**config.mk**
```make
export PLATFORM = sky130hd
export DESIGN_NAME = ata_sector_command_engine_flat
export DESIGN_NICKNAME = d
export VERILOG_FILES = /design/src/rtl/ata_cmd_pkg.sv /design/src/rtl/ata_tf_if.sv /design/src/rtl/ata_sector_command_engine.sv /design/src/flat_wrapper.sv
export SDC_FILE = /design/constraint.sdc
export NUM_CORES = 1
export LEC_CHECK = 0
export ABC_AREA = 1
export BUFFER_PORTS_ARGS = -buffer_cell sky130_fd_sc_hd__buf_2
export CORE_ASPECT_RATIO = 0.8
export CORE_MARGIN = 2
export CORE_UTILIZATION = 40
export CTS_BUF_LIST = sky130_fd_sc_hd__clkbuf_8
export DETAILED_ROUTE_END_ITERATION = 10
export SLEW_MARGIN = 5
export SYNTH_ARGS = -nofsm -noshare
export SYNTH_HDL_FRONTEND = slang
export SYNTH_SLANG_ARGS = --single-unit
export TNS_END_PERCENT = 50
```
**constraint.sdc**
```tcl
create_clock -name clock_i -period 7.3 [get_ports clock_i]
set_input_delay 0 -clock clock_i [delete_from_list [all_inputs] [get_ports clock_i]]
set_output_delay 0 -clock clock_i [all_outputs]
set_load 0.01 [all_outputs]
```
**src/rtl/ata_cmd_pkg.sv**
```systemverilog
// Shared constants for the task-file command engine and its host end.
// Assumes a single 50 MHz clock shared by both ends.
package ata_cmd_pkg;
	// ==========================================================
	// Command codes
	localparam logic [7:0] CMD_XLAT   = 8'h87;
	localparam logic [7:0] CMD_WEAR   = 8'hF5;
	localparam logic [7:0] CMD_WBUF   = 8'hE8;
	localparam logic [7:0] CMD_WLONG0 = 8'h32;
	localparam logic [7:0] CMD_WLONG1 = 8'h33;
	localparam logic [7:0] CMD_WMULT  = 8'hC5;
	localparam logic [7:0] CMD_WSEC0  = 8'h30;
	localparam logic [7:0] CMD_WSEC1  = 8'h31;
	// ==========================================================
	// Task-file addresses
	localparam logic [2:0] TF_DATA   = 3'h0;
	localparam logic [2:0] TF_ERR    = 3'h1;
	localparam logic [2:0] TF_SECCNT = 3'h2;
	localparam logic [2:0] TF_SECNUM = 3'h3;
	localparam logic [2:0] TF_CYLLO  = 3'h4;
	localparam logic [2:0] TF_CYLHI  = 3'h5;
	localparam logic [2:0] TF_DRVHD  = 3'h6;
	localparam logic [2:0] TF_CMD    = 3'h7;
	localparam logic [7:0] DRVHD_LBA = 8'hE0;
	// ==========================================================
	// Status and error bits
	localparam int ST_BSY   = 7;
	localparam int ST_DRDY  = 6;
	localparam int ST_DSC   = 4;
	localparam int ST_DRQ   = 3;
	localparam int ST_ERR   = 0;
	localparam int ER_ABRT  = 2;
	localparam int ER_WRITE = 4;
	// ==========================================================
	// Transfer sizes
	localparam logic [7:0] LAST_WORD  = 8'hFF;
	localparam logic [1:0] LAST_ECC   = 2'h3;
	localparam logic [8:0] FULL_COUNT = 9'h100;
	localparam logic [7:0] BLOCK_MAX  = 8'h01;
	// ==========================================================
	// Translate buffer layout
	localparam logic [8:0] XB_CYL_HI = 9'h000;
	localparam logic [8:0] XB_CYL_LO = 9'h001;
	localparam logic [8:0] XB_HEAD   = 9'h002;
	localparam logic [8:0] XB_SEC    = 9'h003;
	localparam logic [8:0] XB_LBA2   = 9'h004;
	localparam logic [8:0] XB_LBA1   = 9'h005;
	localparam logic [8:0] XB_LBA0   = 9'h006;
	localparam logic [8:0] XB_ERASED = 9'h013;
	localparam logic [8:0] XB_HOT2   = 9'h018;
	localparam logic [8:0] XB_HOT1   = 9'h019;
	localparam logic [8:0] XB_HOT0   = 9'h01A;
	localparam logic [7:0] ERASED_YES = 8'hFF;
	localparam logic [7:0] ERASED_NO  = 8'h00;
	// ==========================================================
	// Timing
	localparam int CLK_NS      = 20;
	localparam int BSY_MAX_NS  = 400;
	localparam int BSY_MAX_CYC = BSY_MAX_NS / CLK_NS;
	// ==========================================================
	// Host APB map
	localparam logic [7:0] HR_CTRL   = 8'h00;
	localparam logic [7:0] HR_ADDR   = 8'h04;
	localparam logic [7:0] HR_COUNT  = 8'h08;
	localparam logic [7:0] HR_STATUS = 8'h0C;
	localparam logic [7:0] HR_CAP    = 8'h40;
	localparam int CAP_WORDS = 16;
endpackage

```
**src/rtl/ata_tf_if.sv**
```systemverilog
// Task-file link between host controller and card command engine.
// Single shared clock; one request per cycle, read answers one cycle later.
`timescale 1ns/1ps
interface ata_tf_if;
	logic        req;
	logic        we;
	logic        byte_mode;
	logic [2:0]  addr;
	logic [15:0] wdata;
	logic [15:0] rdata;
	logic        rvalid;
	logic        intrq;
	modport dev  (input req, we, byte_mode, addr, wdata, output rdata, rvalid, intrq);
	modport host (output req, we, byte_mode, addr, wdata, input rdata, rvalid, intrq);
endinterface

```
**src/rtl/ata_sector_command_engine.sv**
```systemverilog
// Card-side command engine for translate, wear level and sector writes.
// Assumes the media side answers translate and commit requests later.
//
// The implementer's own choices: the address map and register access over APB.
`timescale 1ns/1ps
module ata_sector_command_engine import ata_cmd_pkg::*; #(
	parameter bit SECURITY = 1'b0
) (
	// Clock and reset
	input  wire logic        clock_i,
	input  wire logic        rst_i,
	// Task-file link
	ata_tf_if.dev            tf,
	// Multiple-mode setting from the set-multiple handler
	input  wire logic        mult_set_i,
	input  wire logic [7:0]  mult_count_i,
	// Translate lookup
	output logic             xlat_req_o,
	output logic [27:0]      xlat_lba_o,
	input  wire logic        xlat_ack_i,
	input  wire logic [15:0] xlat_cyl_i,
	input  wire logic [3:0]  xlat_head_i,
	input  wire logic [7:0]  xlat_sec_i,
	input  wire logic        xlat_erased_i,
	input  wire logic [23:0] xlat_hot_i,
	// Write stream and commit
	output logic             wr_valid_o,
	output logic             wr_ecc_o,
	output logic             wr_to_buf_o,
	output logic [15:0]      wr_data_o,
	output logic             commit_o,
	output logic [27:0]      commit_lba_o,
	input  wire logic        commit_done_i,
	input  wire logic        commit_err_i,
	// Security state
	output logic             frozen_o
);
	typedef enum logic [2:0] {S_IDLE, S_EXEC, S_XWAIT, S_XDRQ, S_WDRQ, S_WECC, S_COMMIT} state_t;
	typedef struct packed {
		state_t      state;
		logic [7:0]  cmd;
		logic [7:0]  seccnt;
		logic [7:0]  secnum;
		logic [7:0]  cyl_lo;
		logic [7:0]  cyl_hi;
		logic [7:0]  drvhd;
		logic [7:0]  err_reg;
		logic        bsy;
		logic        drq;
		logic        err;
		logic        intrq;
		logic        rvalid;
		logic [15:0] rdata;
		logic        mult_en;
		logic [7:0]  mult_size;
		logic [7:0]  blk_cur;
		logic [7:0]  blk_left;
		logic [8:0]  remaining;
		logic [7:0]  widx;
		logic [7:0]  ridx;
		logic [1:0]  eidx;
		logic        long_cmd;
		logic        buf_only;
		logic        xlat_req;
		logic [15:0] i_cyl;
		logic [3:0]  i_head;
		logic [7:0]  i_sec;
		logic        i_erased;
		logic [23:0] i_hot;
		logic        wr_valid;
		logic        wr_ecc;
		logic [15:0] wr_data;
		logic        commit;
		logic        frozen;
	} st_t;

	st_t         s;
	st_t         next_s;
	logic        rd;
	logic        wr;
	logic [7:0]  status;
	logic [27:0] lba;
	logic [27:0] lba_inc;
	logic [8:0]  rem_dec;

	// ==========================================================
	// Translate buffer contents
	function automatic logic [7:0] xlat_byte(input logic [8:0] i, input st_t v);
		logic [7:0] b;
		b = 8'h00;
		unique case (i)
			XB_CYL_HI: b = v.i_cyl[15:8];
			XB_CYL_LO: b = v.i_cyl[7:0];
			XB_HEAD:   b = {4'h0, v.i_head};
			XB_SEC:    b = v.i_sec;
			XB_LBA2:   b = {v.cyl_hi};
			XB_LBA1:   b = v.cyl_lo;
			XB_LBA0:   b = v.secnum;
			XB_ERASED: b = v.i_erased ? ERASED_YES : ERASED_NO;
			XB_HOT2:   b = v.i_hot[23:16];
			XB_HOT1:   b = v.i_hot[15:8];
			XB_HOT0:   b = v.i_hot[7:0];
			default:   b = 8'h00;
		endcase
		return b;
	endfunction

	assign lba     = {s.drvhd[3:0], s.cyl_hi, s.cyl_lo, s.secnum};
	assign lba_inc = lba + 28'h000_0001;
	assign rem_dec = s.remaining - 9'h001;
	assign status  = {s.bsy, ~s.bsy, 1'b0, 1'b1, s.drq, 2'b00, s.err};
	assign rd      = tf.req && !tf.we;
	assign wr      = tf.req && tf.we;

	// ==========================================================
	// Next state
	always_comb begin
		next_s = s;
		next_s.rvalid = 1'b0;
		next_s.xlat_req = 1'b0;
		next_s.wr_valid = 1'b0;
		next_s.wr_ecc = 1'b0;
		next_s.commit = 1'b0;
		if (mult_set_i) begin
			// Only block size one is accepted; anything else disables
			next_s.mult_en = (mult_count_i != 8'h00) && (mult_count_i <= BLOCK_MAX);
			next_s.mult_size = mult_count_i;
		end
		if (rd) begin
			next_s.rvalid = 1'b1;
			unique case (tf.addr)
				TF_DATA:   next_s.rdata = {xlat_byte({s.ridx, 1'b1}, s), xlat_byte({s.ridx, 1'b0}, s)};
				TF_ERR:    next_s.rdata = {8'h00, s.err_reg};
				TF_SECCNT: next_s.rdata = {8'h00, s.seccnt};
				TF_SECNUM: next_s.rdata = {8'h00, s.secnum};
				TF_CYLLO:  next_s.rdata = {8'h00, s.cyl_lo};
				TF_CYLHI:  next_s.rdata = {8'h00, s.cyl_hi};
				TF_DRVHD:  next_s.rdata = {8'h00, s.drvhd};
				TF_CMD: begin
					next_s.rdata = {8'h00, status};
					next_s.intrq = 1'b0;
				end
			endcase
		end
		unique case (s.state)
			S_IDLE: begin
				if (wr) begin
					case (tf.addr)
						TF_SECCNT: next_s.seccnt = tf.wdata[7:0];
						TF_SECNUM: next_s.secnum = tf.wdata[7:0];
						TF_CYLLO:  next_s.cyl_lo = tf.wdata[7:0];
						TF_CYLHI:  next_s.cyl_hi = tf.wdata[7:0];
						TF_DRVHD:  next_s.drvhd = tf.wdata[7:0];
						TF_CMD: begin
							next_s.cmd = tf.wdata[7:0];
							next_s.bsy = 1'b1;
							next_s.err = 1'b0;
							next_s.err_reg = 8'h00;
							next_s.intrq = 1'b0;
							next_s.state = S_EXEC;
						end
						default: ;
					endcase
				end
			end
			S_EXEC: begin
				next_s.widx = 8'h00;
				next_s.ridx = 8'h00;
				next_s.eidx = 2'h0;
				next_s.long_cmd = (s.cmd == CMD_WLONG0) || (s.cmd == CMD_WLONG1);
				next_s.buf_only = (s.cmd == CMD_WBUF);
				next_s.blk_cur = (s.cmd == CMD_WMULT) ? s.mult_size : 8'h01;
				next_s.blk_left = next_s.blk_cur;
				next_s.remaining = (s.seccnt == 8'h00) ? FULL_COUNT : {1'b0, s.seccnt};
				case (s.cmd)
					CMD_XLAT: begin
						next_s.xlat_req = 1'b1;
						next_s.state = S_XWAIT;
					end
					CMD_WEAR: begin
						next_s.seccnt = 8'h00;
						if (SECURITY)
							next_s.frozen = 1'b1;
						next_s.bsy = 1'b0;
						next_s.intrq = 1'b1;
						next_s.state = S_IDLE;
					end
					CMD_WBUF, CMD_WLONG0, CMD_WLONG1, CMD_WMULT, CMD_WSEC0, CMD_WSEC1: begin
						if (s.cmd == CMD_WMULT && !s.mult_en) begin
							next_s.err = 1'b1;
							next_s.err_reg[ER_ABRT] = 1'b1;
							next_s.bsy = 1'b0;
							next_s.intrq = 1'b1;
							next_s.state = S_IDLE;
						end else begin
							if (next_s.long_cmd || next_s.buf_only)
								next_s.remaining = 9'h001;
							next_s.bsy = 1'b0;
							next_s.drq = 1'b1;
							next_s.state = S_WDRQ;
						end
					end
					default: begin
						next_s.err = 1'b1;
						next_s.err_reg[ER_ABRT] = 1'b1;
						next_s.bsy = 1'b0;
						next_s.intrq = 1'b1;
						next_s.state = S_IDLE;
					end
				endcase
			end
			S_XWAIT: begin
				if (xlat_ack_i) begin
					next_s.i_cyl = xlat_cyl_i;
					next_s.i_head = xlat_head_i;
					next_s.i_sec = xlat_sec_i;
					next_s.i_erased = xlat_erased_i;
					next_s.i_hot = xlat_hot_i;
					next_s.bsy = 1'b0;
					next_s.drq = 1'b1;
					next_s.intrq = 1'b1;
					next_s.state = S_XDRQ;
				end
			end
			S_XDRQ: begin
				if (rd && tf.addr == TF_DATA) begin
					next_s.ridx = s.ridx + 8'h01;
					if (s.ridx == LAST_WORD) begin
						next_s.drq = 1'b0;
						next_s.state = S_IDLE;
					end
				end
			end
			S_WDRQ: begin
				// Byte-wide writes during the word phase are dropped
				if (wr && tf.addr == TF_DATA && !tf.byte_mode) begin
					next_s.wr_valid = 1'b1;
					next_s.wr_data = tf.wdata;
					next_s.widx = s.widx + 8'h01;
					if (s.widx == LAST_WORD) begin
						next_s.drq = 1'b0;
						if (s.long_cmd) begin
							next_s.drq = 1'b1;
							next_s.state = S_WECC;
						end else if (s.buf_only) begin
							next_s.intrq = 1'b1;
							next_s.state = S_IDLE;
						end else begin
							next_s.bsy = 1'b1;
							next_s.commit = 1'b1;
							next_s.state = S_COMMIT;
						end
					end
				end
			end
			S_WECC: begin
				if (wr && tf.addr == TF_DATA && tf.byte_mode) begin
					next_s.wr_valid = 1'b1;
					next_s.wr_ecc = 1'b1;
					next_s.wr_data = {8'h00, tf.wdata[7:0]};
					next_s.eidx = s.eidx + 2'h1;
					if (s.eidx == LAST_ECC) begin
						next_s.drq = 1'b0;
						next_s.bsy = 1'b1;
						next_s.commit = 1'b1;
						next_s.state = S_COMMIT;
					end
				end
			end
			S_COMMIT: begin
				if (commit_done_i) begin
					next_s.widx = 8'h00;
					next_s.eidx = 2'h0;
					next_s.bsy = 1'b0;
					if (commit_err_i) begin
						// Address and count still name the failing sector
						next_s.err = 1'b1;
						next_s.err_reg[ER_WRITE] = 1'b1;
						next_s.seccnt = s.remaining[7:0];
						next_s.intrq = 1'b1;
						next_s.state = S_IDLE;
					end else begin
						next_s.remaining = rem_dec;
						next_s.seccnt = rem_dec[7:0];
						{next_s.drvhd[3:0], next_s.cyl_hi, next_s.cyl_lo, next_s.secnum} = lba_inc;
						next_s.blk_left = s.blk_left - 8'h01;
						if (rem_dec == 9'h000) begin
							next_s.intrq = 1'b1;
							next_s.state = S_IDLE;
						end else begin
							next_s.drq = 1'b1;
							next_s.state = S_WDRQ;
							if (s.blk_left == 8'h01) begin
								next_s.blk_left = s.blk_cur;
								next_s.intrq = 1'b1;
							end
						end
					end
				end
			end
		endcase
	end

	// ==========================================================
	// State register; reset also clears multiple mode
	always_ff @(posedge clock_i or posedge rst_i) begin
		if (rst_i)
			s <= '0;
		else
			s <= next_s;
	end

	assign tf.rdata     = s.rdata;
	assign tf.rvalid    = s.rvalid;
	assign tf.intrq     = s.intrq;
	assign xlat_req_o   = s.xlat_req;
	assign xlat_lba_o   = lba;
	assign wr_valid_o   = s.wr_valid;
	assign wr_ecc_o     = s.wr_ecc;
	assign wr_to_buf_o  = s.buf_only;
	assign wr_data_o    = s.wr_data;
	assign commit_o     = s.commit;
	assign commit_lba_o = lba;
	assign frozen_o     = s.frozen;
endmodule

```
**src/flat_wrapper.sv**
```systemverilog
// flat-port wrapper written by rule: the top's interface ports become plain ports
module ata_sector_command_engine_flat import ata_cmd_pkg::*;
#(
	parameter bit SECURITY = 1'b0
)
  (clock_i, rst_i, mult_set_i, mult_count_i, xlat_req_o, xlat_lba_o, xlat_ack_i, xlat_cyl_i, xlat_head_i, xlat_sec_i, xlat_erased_i, xlat_hot_i, wr_valid_o, wr_ecc_o, wr_to_buf_o, wr_data_o, commit_o, commit_lba_o, commit_done_i, commit_err_i, frozen_o, tf_req, tf_we, tf_byte_mode, tf_addr, tf_wdata, tf_rdata, tf_rvalid, tf_intrq);
  ata_tf_if tf_i ();
  input  wire logic clock_i;
  input  wire logic rst_i;
  input  wire logic mult_set_i;
  input  wire logic [7:0] mult_count_i;
  output logic xlat_req_o;
  output logic [27:0] xlat_lba_o;
  input  wire logic xlat_ack_i;
  input  wire logic [15:0] xlat_cyl_i;
  input  wire logic [3:0] xlat_head_i;
  input  wire logic [7:0] xlat_sec_i;
  input  wire logic xlat_erased_i;
  input  wire logic [23:0] xlat_hot_i;
  output logic wr_valid_o;
  output logic wr_ecc_o;
  output logic wr_to_buf_o;
  output logic [15:0] wr_data_o;
  output logic commit_o;
  output logic [27:0] commit_lba_o;
  input  wire logic commit_done_i;
  input  wire logic commit_err_i;
  output logic frozen_o;
  input wire logic [$bits(tf_i.req)-1:0] tf_req;
  input wire logic [$bits(tf_i.we)-1:0] tf_we;
  input wire logic [$bits(tf_i.byte_mode)-1:0] tf_byte_mode;
  input wire logic [$bits(tf_i.addr)-1:0] tf_addr;
  input wire logic [$bits(tf_i.wdata)-1:0] tf_wdata;
  output wire logic [$bits(tf_i.rdata)-1:0] tf_rdata;
  output wire logic [$bits(tf_i.rvalid)-1:0] tf_rvalid;
  output wire logic [$bits(tf_i.intrq)-1:0] tf_intrq;
  assign tf_i.req = tf_req;
  assign tf_i.we = tf_we;
  assign tf_i.byte_mode = tf_byte_mode;
  assign tf_i.addr = tf_addr;
  assign tf_i.wdata = tf_wdata;
  assign tf_rdata = tf_i.rdata;
  assign tf_rvalid = tf_i.rvalid;
  assign tf_intrq = tf_i.intrq;
  ata_sector_command_engine #(.SECURITY(SECURITY)) u_core (.clock_i(clock_i), .rst_i(rst_i), .tf(tf_i), .mult_set_i(mult_set_i), .mult_count_i(mult_count_i), .xlat_req_o(xlat_req_o), .xlat_lba_o(xlat_lba_o), .xlat_ack_i(xlat_ack_i), .xlat_cyl_i(xlat_cyl_i), .xlat_head_i(xlat_head_i), .xlat_sec_i(xlat_sec_i), .xlat_erased_i(xlat_erased_i), .xlat_hot_i(xlat_hot_i), .wr_valid_o(wr_valid_o), .wr_ecc_o(wr_ecc_o), .wr_to_buf_o(wr_to_buf_o), .wr_data_o(wr_data_o), .commit_o(commit_o), .commit_lba_o(commit_lba_o), .commit_done_i(commit_done_i), .commit_err_i(commit_err_i), .frozen_o(frozen_o));
endmodule
```
==> results of run 1 <==
[sequential cells by signal (all words and copies together) (netlist names)]
| name | count |
|---|---|
| u_core.tf.intrq | 1 |
| u_core.wr_valid_o | 1 |
| u_core.commit_lba_o | 28 |
| u_core.wr_ecc_o | 1 |
| u_core.wr_to_buf_o | 1 |
| u_core.tf.rdata | 16 |
| u_core.s | 134 |
| u_core.wr_data_o | 16 |
| u_core.xlat_req_o | 1 |
| u_core.commit_o | 1 |
| u_core.tf.rvalid | 1 |
[routing by layer]
layer	vias to the layer above	GRT usage, %
met4	0	7.40
met2	434	35.5
met3	60	3.56
li1	5563	-
met5	-	0
met1	5411	37.7
[how the worst min path moves through the flow]
stage	from	end	slack [ns]	cells past startpoint
2_1_floorplan	mult_count_i[1]	u_core.s[120]	0.12	2
3_3_place_gp	xlat_hot_i[16]	u_core.s[36]	0.20	3
3_5_place_dp	xlat_sec_i[6]	u_core.s[51]	0.21	3
4_1_cts	tf_req	u_core.tf.rdata[3]	0.006	5
5_1_grt	tf_req	u_core.tf.rdata[3]	0.08	5
6_report	tf_req	u_core.tf.rdata[3]	0.05	5
[area by class of cell]
type | count | area share (%)
Clock inverter | 14 | 0.452
Timing Repair Buffer | 286 | 13.7
Tap cell | 377 | 3.34
Inverter | 173 | 4.65
Multi-Input combinational cell | 1112 | 37.5
Clock buffer | 49 | 4.77
Sequential cell | 201 | 35.6
[through the flow]
stage	cell area [µm²]	worst slack, ns
after global placement	12400	4.55
after CTS	14100	4.44
after global routing	14100	4.07
after detailed placement	12400	4.44
after floorplan	11800	1.82
final	14100	4.38
[power groups by stage]
stage	sequential (mW)	clock [mW]	combinational, mW
after floorplan	1.19	0	0.146
after global placement	1.20	0	0.214
after detailed placement	1.20	0	0.216
after CTS	1.18	1.11	0.259
after global routing	1.19	1.16	0.294
final	1.18	1.09	0.260
[cells by family (layout without fill, tap and decap cells)]
group           count (synthesis)  in the layout  synth area share, %
simple gates                  808            808                 28.7
buf+inv                       302            522                 12.6
compound gates                275            275                 13.6
flops                         201            201                 42.6
xor+xnor                       17             17                 1.26
fa+ha+maj                      11             11                 1.17
other cells                     1              1               0.0318
[timing repair]
action	in CTS	in global routing
hold buffers	98	0
hold endpoints to repair	233	0
gates resized for setup	0	0
setup buffers	0	0
[cell usage in the layout (no fill, tap or decap), drive strengths merged, types with 11 or more instances in the layout]
master and n:
nand2 518, dfrtp 201, buf 188, inv 179, nor2 142, o21ai 117
dlygate4sd3 98, nand3 70, a21oi 61, clkbuf 49, nor3 43, o22ai 26
nand4 17, a31oi 15, a22oi 13, xor2 13, ha 11
[critical path, delay by kind of cell (launching register included)]
kind | cells | cell delay (ns)
DFF | 1 | 0.43
AOI/OAI and AO/OA | 3 | 1.20
buffers and inverters | 1 | 0.10
and+or+nand+nor | 3 | 1.05
==> key figures, run 1 <==
Run status
  – Status: completed

Timing
  – RSZ-0062 raised after global routing: no
  – Hold Violations, Final: 0
  – Worst slew pin tran: 1.13 ns
  – Hold_ws: 0.0477 ns
  – Slew margin rel.: 24.4%
  – Max-slew violations: 0
  – Setup TNS: 0 ns
  – Setup Skew: 0.0161 ns
  – Fin crit period: 2.92 ns
  – Fmax: 342 MHz
  – Final setup fails: 0
  – Tcrit/Tclk final: 40.0%

Routing
  – DRT met1 WL: 18,900 µm
  – Post-Route WL: 37,900 µm
  – DRC: 0
  – Met2 WL: 15,600 µm
  – Wire per inst: 17.1 µm
  – Via-per-instance ratio: 5.18
  – Vias: 11,500
  – Drt pass-1 iters: 5
  – Iter 0 DRT Violations: 934
  – Highest routed layer: met4
  – Routed wl met3: 2550 µm
  – DRT antenna net count: 0

Worst setup path
  – Crit path to: u_core.s[106]
  – Most used cell, CP: nor2_2
  – Crit path cell chain: nor2_2 -> nand2_2 -> nor2_2 -> o21a_1 -> o21ai_0 -> inv_1 -> a21oi_1
  – Worst path arrival time: 3.34 ns
  – Req. time, crit path: 7.72 ns
  – CP max-delay cell: o21a_1
  – Setup crit end kind: flop
  – CP peak stage delay: 0.92 ns
  – Worst r2r src: u_core.s[205]
  – CP Class: flop to flop
  – Startpoint Class: flop
  – CP Max Fanout: 34
  – FF-to-FF setup slack: 4.38 ns
  – Reg2reg end: u_core.s[106]
  – Worst Setup SP: u_core.s[205]
  – R2r worst-path depth: 7

Yosys
  – Yosys warns: 0
  – Sequential area share after synthesis: 42.6%
  – Net Count, Synth: 1,715
  – Gate Count Post-Synth: 1,615
  – Largest cells by area after synthesis: dfrtp_1, nand2_1, buf_4
  – Ys async rst share: 100%
  – Post-synthesis register bit count: 201
  – Count leader, synth: nand2_1
  – Synthesized cell area: 11,800 µm²
  – Syn avg cell area: 7.31 µm²
  – Post-synth EDFFs: 0
  – Synth cell types: 49
  – Biggest area consumer among synthesized cells: dfrtp_1
  – Top cell type's share of synthesized area: 42.6%
  – Synth Flop Type: dfrtp_1
  – Commonest cells in the netlist: nand2_1, dfrtp_1, inv_1

Clocking
  – CTS Buf Count: 38
  – Clock Sinks: 201
  – Root buffer selected by CTS: clkbuf_8
  – CTS max path bufs: 3
  – CTS tree: yes
  – H-tree Lvls: 2
  – Worst skew pair latency: 0.55 ns
  – Worst-path clk slew: 0.06 ns

Floorplanning
  – Die Y: 158 µm
  – Die Width: 196 µm
  – Initial Utilization: 40.5%
  – FP Rows: 56
  – Core ar.: 29,100 µm²
  – Top-level I/O count: 185
  – Die area: 30,900 µm²

Flow run
  – Max Cap Violations: 0

Cells and area
  – Layout Utilization: 48.5%
  – Area delta synth->final: 19.6%
  – N_diodes: 0
  – Fillers: 2,971
  – Finished Layout Cells: 2,212
  – Multi-input logic area: 5290 µm²
  – Register Area: 5030 µm²
  – Share of layout cells above drive strength 1: 15.9%
  – Final nets: 1,912

Power
  – Design Power: 2.53 mW
  – PwrDens: 179 nW/µm²
  – Internal power: 1.86 mW
  – Logic pwr share: 10.3%
  – Leak Pwr: 7.19 nW
  – Switching pwr: 0.672 mW
  – Switch share: 26.6%
  – Largest vdd supply drop: 0.000104 V
  – Clock power frac: 43.0%
  – Flop pwr share: 46.7%

Min path
  – Hold Path Class: input port to flop

GRT
  – Number of global-route vias before repair: 10,800
  – Tot GR Track Use: 24.5%
  – Global-route wire length before repair: 59,600 µm
  – Initial antenna violation count: 0
  – Pin count of the biggest net entering global routing: 121
  – GRT overflow: 0

Place
  – Buffers on Ports: 183
  – Gpl congestion: 0.962
  – Post-DP HPWL: 27,300 µm
  – Placed insts: 2,051
Note: power is estimated with default switching activity, not from simulation.
==> inputs of run 2 (changes only) <==
clock period = 2.8 ns   (was 7.3 ns; I/O delays follow)
==> key figures, run 2 (synthesis gave the netlist of run 1 again) <==
Run status
  – Status: completed

Timing
  – Hold Violations, Final: 0 (unchanged)
  – Max-slew violations: 0 (unchanged)
  – RSZ-0062 raised after global routing: no
  – Slew margin rel.: 44.8% (+20 points)
  – Fmax: 392 MHz (+15%)
  – Setup TNS: 0 ns (unchanged)
  – Tcrit/Tclk final: 91.0% (+51 points)
  – Final setup fails: 0 (unchanged)
  – Setup Skew: 0.0234 ns (+0.00726 ns)
  – Worst slew pin tran: 0.826 ns (-0.308 ns)
  – Fin crit period: 2.55 ns (-0.372 ns)
  – Setup WS post-layout: 0.252 ns (-4.13 ns)

Cells and area
  – N_diodes: 0 (unchanged)
  – Finished Cell Area: 14,400 µm² (+2.3%)
  – Most common cell after layout, fill and taps aside: nand2_1
  – Area delta synth->final: 22.3%
  – Finished Layout Cells: 2,248 (+1.6%)
  – Final nets: 1,945 (+1.7%)
  – Most frequent cells in the layout: nand2_1, dfrtp_1, buf_2
  – Reg with most FFs: u_core.s
  – Share of layout cells above drive strength 1: 16.6% (+0.76 points)
  – Max FFs per register: 134 (unchanged)

Place
  – Pre-CTS WS: 0.530 ns (-3.91 ns)
  – Post-DP HPWL: 28,100 µm (+2.9%)
  – Placed insts: 2,075 (+1.2%)
  – Gpl congestion: 0.963 (about the same)
  – Post-DP Area: 12,600 µm² (+1.6%)
  – Buffers on Ports: 183 (unchanged)

Floorplanning
  – Die area: 30,900 µm² (unchanged)
  – Initial Utilization: 40.5% (unchanged)
  – FP Rows: 56 (unchanged)
  – Top-level I/O count: 185 (unchanged)
  – Die Width: 196 µm (unchanged)
  – Die Y: 158 µm (unchanged)
  – Core ar.: 29,100 µm² (unchanged)

Worst setup path
  – Buf/Inv on CP: 3 (+2)
  – Crit-path leading delay family: buffers and inverters
  – Reg2reg end: u_core.s[69]
  – Req. time, crit path: 3.28 ns (-4.44 ns)
  – Setup crit end kind: flop
  – Crit path cell chain: inv_2 -> nand2_1 -> nor2_4 -> nand2_1 -> dlygate4sd3_1 -> o21ai_0 -> dlygate4sd3_1
  – Startpoint Class: flop
  – Worst path arrival time: 3.02 ns (-0.32 ns)
  – CP Class: flop to flop
  – FF-to-FF setup slack: 0.25 ns (-4.13 ns)
  – Worst r2r src: u_core.s[207]
  – R2r worst-path depth: 7 (unchanged)
  – CP max-delay cell: dlygate4sd3_1
  – CP Max Fanout: 13 (-62%)
  – CP peak stage delay: 0.57 ns (-0.35 ns)

GRT
  – Initial antenna violation count: 0 (unchanged)
  – Pin count of the biggest net entering global routing: 54 (-55%)
  – GRT overflow: 0 (unchanged)
  – Global-route wire length before repair: 59,200 µm (-0.65%)
  – Number of global-route vias before repair: 10,600 (-2.5%)
  – Tot GR Track Use: 24.6% (+0.046 points)

Power
  – Flop pwr share: 45.9% (-0.8 points)
  – Logic pwr share: 10.6% (+0.3 points)
  – Internal power: 4.94 mW (+170%)
  – Largest vdd supply drop: 0.000325 V (+210%)
  – Leak Pwr: 7.36 nW (+2.5%)
  – PwrDens: 464 nW/µm² (+160%)
  – Design Power: 6.71 mW (+170%)
  – Switching pwr: 1.76 mW (+160%)
  – Clock power frac: 43.5% (+0.5 points)
  – Switch share: 26.3% (-0.27 points)

Min path
  – Hold Path Sink: u_core.wr_ecc_o
  – Hold Path Class: input port to flop
  – Worst Hold Launch: tf_addr[0]
  – Min-Delay Path Depth: 6 (+1)

Clocking
  – Clock Sinks: 201 (unchanged)
  – Worst-path clk slew: 0.06 ns (about the same)
  – H-tree Lvls: 2 (unchanged)
  – Root buffer selected by CTS: clkbuf_8
  – Worst skew pair latency: 0.55 ns (about the same)
  – CTS max path bufs: 3 (unchanged)
  – CTS tree: yes
  – CTS Buf Count: 37 (-2.6%)
  – Post-CTS Resized: 0 (unchanged)

Routing
  – DRC: 0 (unchanged)
  – Post-Route WL: 38,100 µm (+0.55%)
  – Via-per-instance ratio: 5.13 (-1.1%)
  – Drt pass-1 iters: 8 (+3)
  – Wire per inst: 17.0 µm (-1.1%)
  – Vias: 11,500 (+0.55%)
  – DRT antenna net count: 0 (unchanged)
  – Iter 0 DRT Violations: 1,099 (+18%)

Flow run
  – Max Cap Violations: 0 (unchanged)
-- run 2: cell count changes in the layout (fill, tap and decap cells not counted), sizes merged --
| cell | change |
|---|---|
| clkinv | -2 |
| clkbuf | -4 |
| dlygate4sd3 | +10 |
| inv | +6 |
| bufinv | +2 |
| buf | +24 |
-- run 2: how the worst max path moves through the flow --
stage	start	end	slack, ns	cells after the start
2_1_floorplan	rst_i	u_core.commit_lba_o[0]	0.20	1
3_3_place_gp	u_core.commit_lba_o[1]	u_core.commit_lba_o[16]	0.55	9
3_5_place_dp	u_core.commit_lba_o[1]	u_core.commit_lba_o[16]	0.53	9
4_1_cts	u_core.s[207]	u_core.s[44]	0.24	7
5_1_grt	u_core.s[207]	u_core.s[24]	0.07	7
6_report	u_core.s[207]	u_core.s[69]	0.25	7
-- run 2: power groups by stage --
stage / logic [mW] / registers (mW) / clock network, mW
2_1_floorplan: 0.382 / 3.11 / 0
3_3_place_gp: 0.576 / 3.13 / 0
3_5_place_dp: 0.585 / 3.13 / 0
4_1_cts: 0.703 / 3.08 / 2.99
5_1_grt: 0.796 / 3.09 / 3.14
6_report: 0.708 / 3.08 / 2.92
-- run 2: final cells by class --
| cell class | count | area, µm² |
|---|---|---|
| Timing Repair Buffer | 320 | 2240 |
| Clock inverter | 20 | 138 |
| Clock buffer | 45 | 619 |
| Tap cell | 377 | 472 |
| Sequential cell | 201 | 5030 |
| Fill cell | 2898 | 14700 |
| Inverter | 173 | 653 |
| Multi-Input combinational cell | 1112 | 5290 |
-- run 2: what timing repair did --
item                                   CTS  global route
buffers inserted                         0             0
setup endpoints to repair                0             0
hold buffers                           108             0
endpoints found under the hold margin  144             0
-- run 2: per-layer routing --
metal  up-vias  GRT usage [%]  wire, µm
li1       5635              -         -
met1      5356           37.8     18600
met2       477           35.8     15800
met3        63           3.62      2940
met4         0           6.75       792
met5         -              0         0
-- run 2: stage by stage --
stage,hold slack [ns],util [%]
detailed placement,0.204,43.2
CTS,0.0268,49.6
finish,0.0494,49.6
global route,0.0608,49.6
global placement,0.188,43.2
floorplan,0.117,-
-- run 2: worst register-to-register path: cells and delay by family, from the launching register on --
kind	cells	cell delay (ns)
AOI/OAI and AO/OA	1	0.07
buffers and inverters	3	1.33
DFF	1	0.47
and+or+nand+nor	3	0.62
==> inputs of run 3 (changes only) <==
BUFFER_PORTS_ARGS = unset   (was -buffer_cell sky130_fd_sc_hd__buf_2)
DONT_BUFFER_PORTS = 1   (was unset)
==> key figures, run 3 (synthesis gave the netlist of run 1 again) <==
Cells and area
  – Layout Utilization: 45.5% (-4.1 points)
  – Final nets: 1,740 (-11%)
  – Most common cell after layout, fill and taps aside: nand2_1
  – Finished Cell Area: 13,300 µm² (-8.2%)
  – Area delta synth->final: 12.3%
  – Finished Layout Cells: 2,036 (-9.4%)
  – N_diodes: 0 (unchanged)
  – Share of layout cells above drive strength 1: 7.41% (-9.2 points)
  – Most frequent cells in the layout: nand2_1, dfrtp_1, inv_1
  – Max FFs per register: 134 (unchanged)
  – Reg with most FFs: u_core.s

Power
  – Internal power: 4.70 mW (-4.9%)
  – Switching pwr: 1.74 mW (-1.6%)
  – Leak Pwr: 6.43 nW (-13%)
  – Switch share: 27.0% (+0.67 points)
  – Design Power: 6.44 mW (-4.1%)
  – Clock power frac: 42.7% (-0.8 points)
  – Largest vdd supply drop: 0.000365 V (+12%)
  – PwrDens: 485 nW/µm² (+4.5%)
  – Flop pwr share: 48.1% (+2.2 points)
  – Logic pwr share: 9.2% (-1.4 points)

Floorplanning
  – Die Width: 196 µm (unchanged)
  – Top-level I/O count: 185 (unchanged)
  – Die area: 30,900 µm² (unchanged)
  – FP Rows: 56 (unchanged)
  – Initial Utilization: 40.5% (unchanged)
  – Core ar.: 29,100 µm² (unchanged)
  – Die Y: 158 µm (unchanged)

Worst setup path
  – CP peak stage delay: 0.50 ns (-0.07 ns)
  – Startpoint Class: flop
  – Worst path arrival time: 2.83 ns (-0.19 ns)
  – Crit path cell chain: inv_2 -> nand2_1 -> nor2_2 -> nor2_2 -> inv_2 -> nand2_1 -> nand2_1 -> nand3_2 -> inv_2 -> o21ai_0 -> o21ai_0
  – Setup crit end kind: flop
  – Buf/Inv on CP: 3 (unchanged)
  – FF-to-FF setup slack: 0.44 ns (+0.19 ns)
  – Reg2reg end: u_core.s[195]
  – CP Max Fanout: 13 (unchanged)
  – R2r worst-path depth: 11 (+4)
  – CP max-delay cell: nor2_2
  – Req. time, crit path: 3.27 ns (about the same)
  – CP Class: flop to flop
  – Worst r2r src: u_core.s[206]
  – Crit-path leading delay family: simple AND/OR/NAND/NOR gates

GRT
  – Initial antenna violation count: 0 (unchanged)
  – Number of global-route vias before repair: 10,300 (-2.9%)
  – Pin count of the biggest net entering global routing: 59 (+9.3%)
  – GRT overflow: 0 (unchanged)
  – Global-route wire length before repair: 58,300 µm (-1.6%)
  – Tot GR Track Use: 24.3% (-0.29 points)

Run status
  – Status: completed

Routing
  – Wire per inst: 18.4 µm (+8.7%)
  – DRC: 0 (unchanged)
  – Vias: 11,000 (-5.0%)
  – DRT antenna net count: 0 (unchanged)
  – Iter 0 DRT Violations: 1,110 (+1.0%)
  – Drt pass-1 iters: 5 (-3)
  – Via-per-instance ratio: 5.38 (+4.8%)
  – Post-Route WL: 37,500 µm (-1.5%)

Clocking
  – Clock Sinks: 201 (unchanged)
  – CTS Buf Count: 38 (+2.7%)
  – Root buffer selected by CTS: clkbuf_8
  – H-tree Lvls: 2 (unchanged)
  – Worst-path clk slew: 0.06 ns (about the same)
  – CTS max path bufs: 3 (unchanged)
  – CTS tree: yes
  – Post-CTS Resized: 0 (unchanged)
  – Worst skew pair latency: 0.56 ns (about the same)

Timing
  – Worst slew pin tran: 0.701 ns (-0.125 ns)
  – Setup Skew: 0.0305 ns (+0.00709 ns)
  – Fin crit period: 2.36 ns (-0.188 ns)
  – Fmax: 424 MHz (+8.0%)
  – Max-slew violations: 0 (unchanged)
  – Final setup fails: 0 (unchanged)
  – Hold Violations, Final: 0 (unchanged)
  – RSZ-0062 raised after global routing: no
  – Setup WS post-layout: 0.440 ns (+0.188 ns)
  – Setup TNS: 0 ns (unchanged)
  – Slew margin rel.: 53.2% (+8.4 points)
  – Hold_ws: 0.0395 ns (-0.00994 ns)
  – Tcrit/Tclk final: 84.3% (-6.7 points)

Place
  – Post-DP Area: 11,700 µm² (-7.4%)
  – Buffers on Ports: 0 (-100%)
  – Placed insts: 1,888 (-9.0%)
  – Post-DP HPWL: 27,500 µm (-1.9%)
  – Pre-CTS WS: 0.470 ns (-0.0601 ns)
  – Gpl congestion: 0.964 (+0.11%)

Flow run
  – Max Cap Violations: 0 (unchanged)

Min path
  – Hold Path Class: input port to asynchronous set/reset pin
run 3: cell count changes in the layout (fill, tap and decap cells not counted):
cell / change
bufinv_16: -2
buf_12: +1
clkinv_2: -2
clkbuf_8: +1
clkinvlp_4: +2
dlygate4sd3_1: -19
buf_4: -5
buf_2: -183
inv_1: -5
run 3: worst max path at each step:
stage / slack (ns) / depth (start not counted) / endpoint / start
final: 0.44 / 11 / u_core.s[195] / u_core.s[206]
after global routing: 0.13 / 11 / u_core.s[195] / u_core.s[206]
after CTS: 0.45 / 11 / u_core.s[195] / u_core.s[206]
after detailed placement: 0.47 / 11 / u_core.s[195] / u_core.s[206]
after global placement: 0.51 / 11 / u_core.s[195] / u_core.s[206]
after floorplan: 0.20 / 1 / u_core.commit_lba_o[0] / rst_i
run 3: layout make-up:
cell class | instances | area (µm²)
fillers | 2986 | 15900
multi-input cells | 1112 | 5290
flip-flops and latches | 201 | 5030
repair buffers | 114 | 1120
inverters | 173 | 653
clock buffers | 46 | 633
well taps | 377 | 472
clock inverters | 13 | 63.8
run 3: timing repair:
item / CTS / global route
endpoints found under the setup margin: 0 / 0
buffers inserted: 0 / 0
hold buffers: 89 / 0
endpoints found under the hold margin: 323 / 0
run 3: layer usage:
layer / GRT usage [%] / wire length (µm)
met1: 36.2 / 17900
met2: 34.9 / 15500
met3: 5.43 / 3350
met4: 7.40 / 820
met5: 0 / 0
run 3: power by group through the flow:
stage / logic [mW] / registers [mW] / clock network (mW)
6_report: 0.591 / 3.10 / 2.75
5_1_grt: 0.667 / 3.11 / 2.96
4_1_cts: 0.589 / 3.09 / 2.80
3_5_place_dp: 0.479 / 3.14 / 0
3_3_place_gp: 0.472 / 3.14 / 0
2_1_floorplan: 0.382 / 3.11 / 0
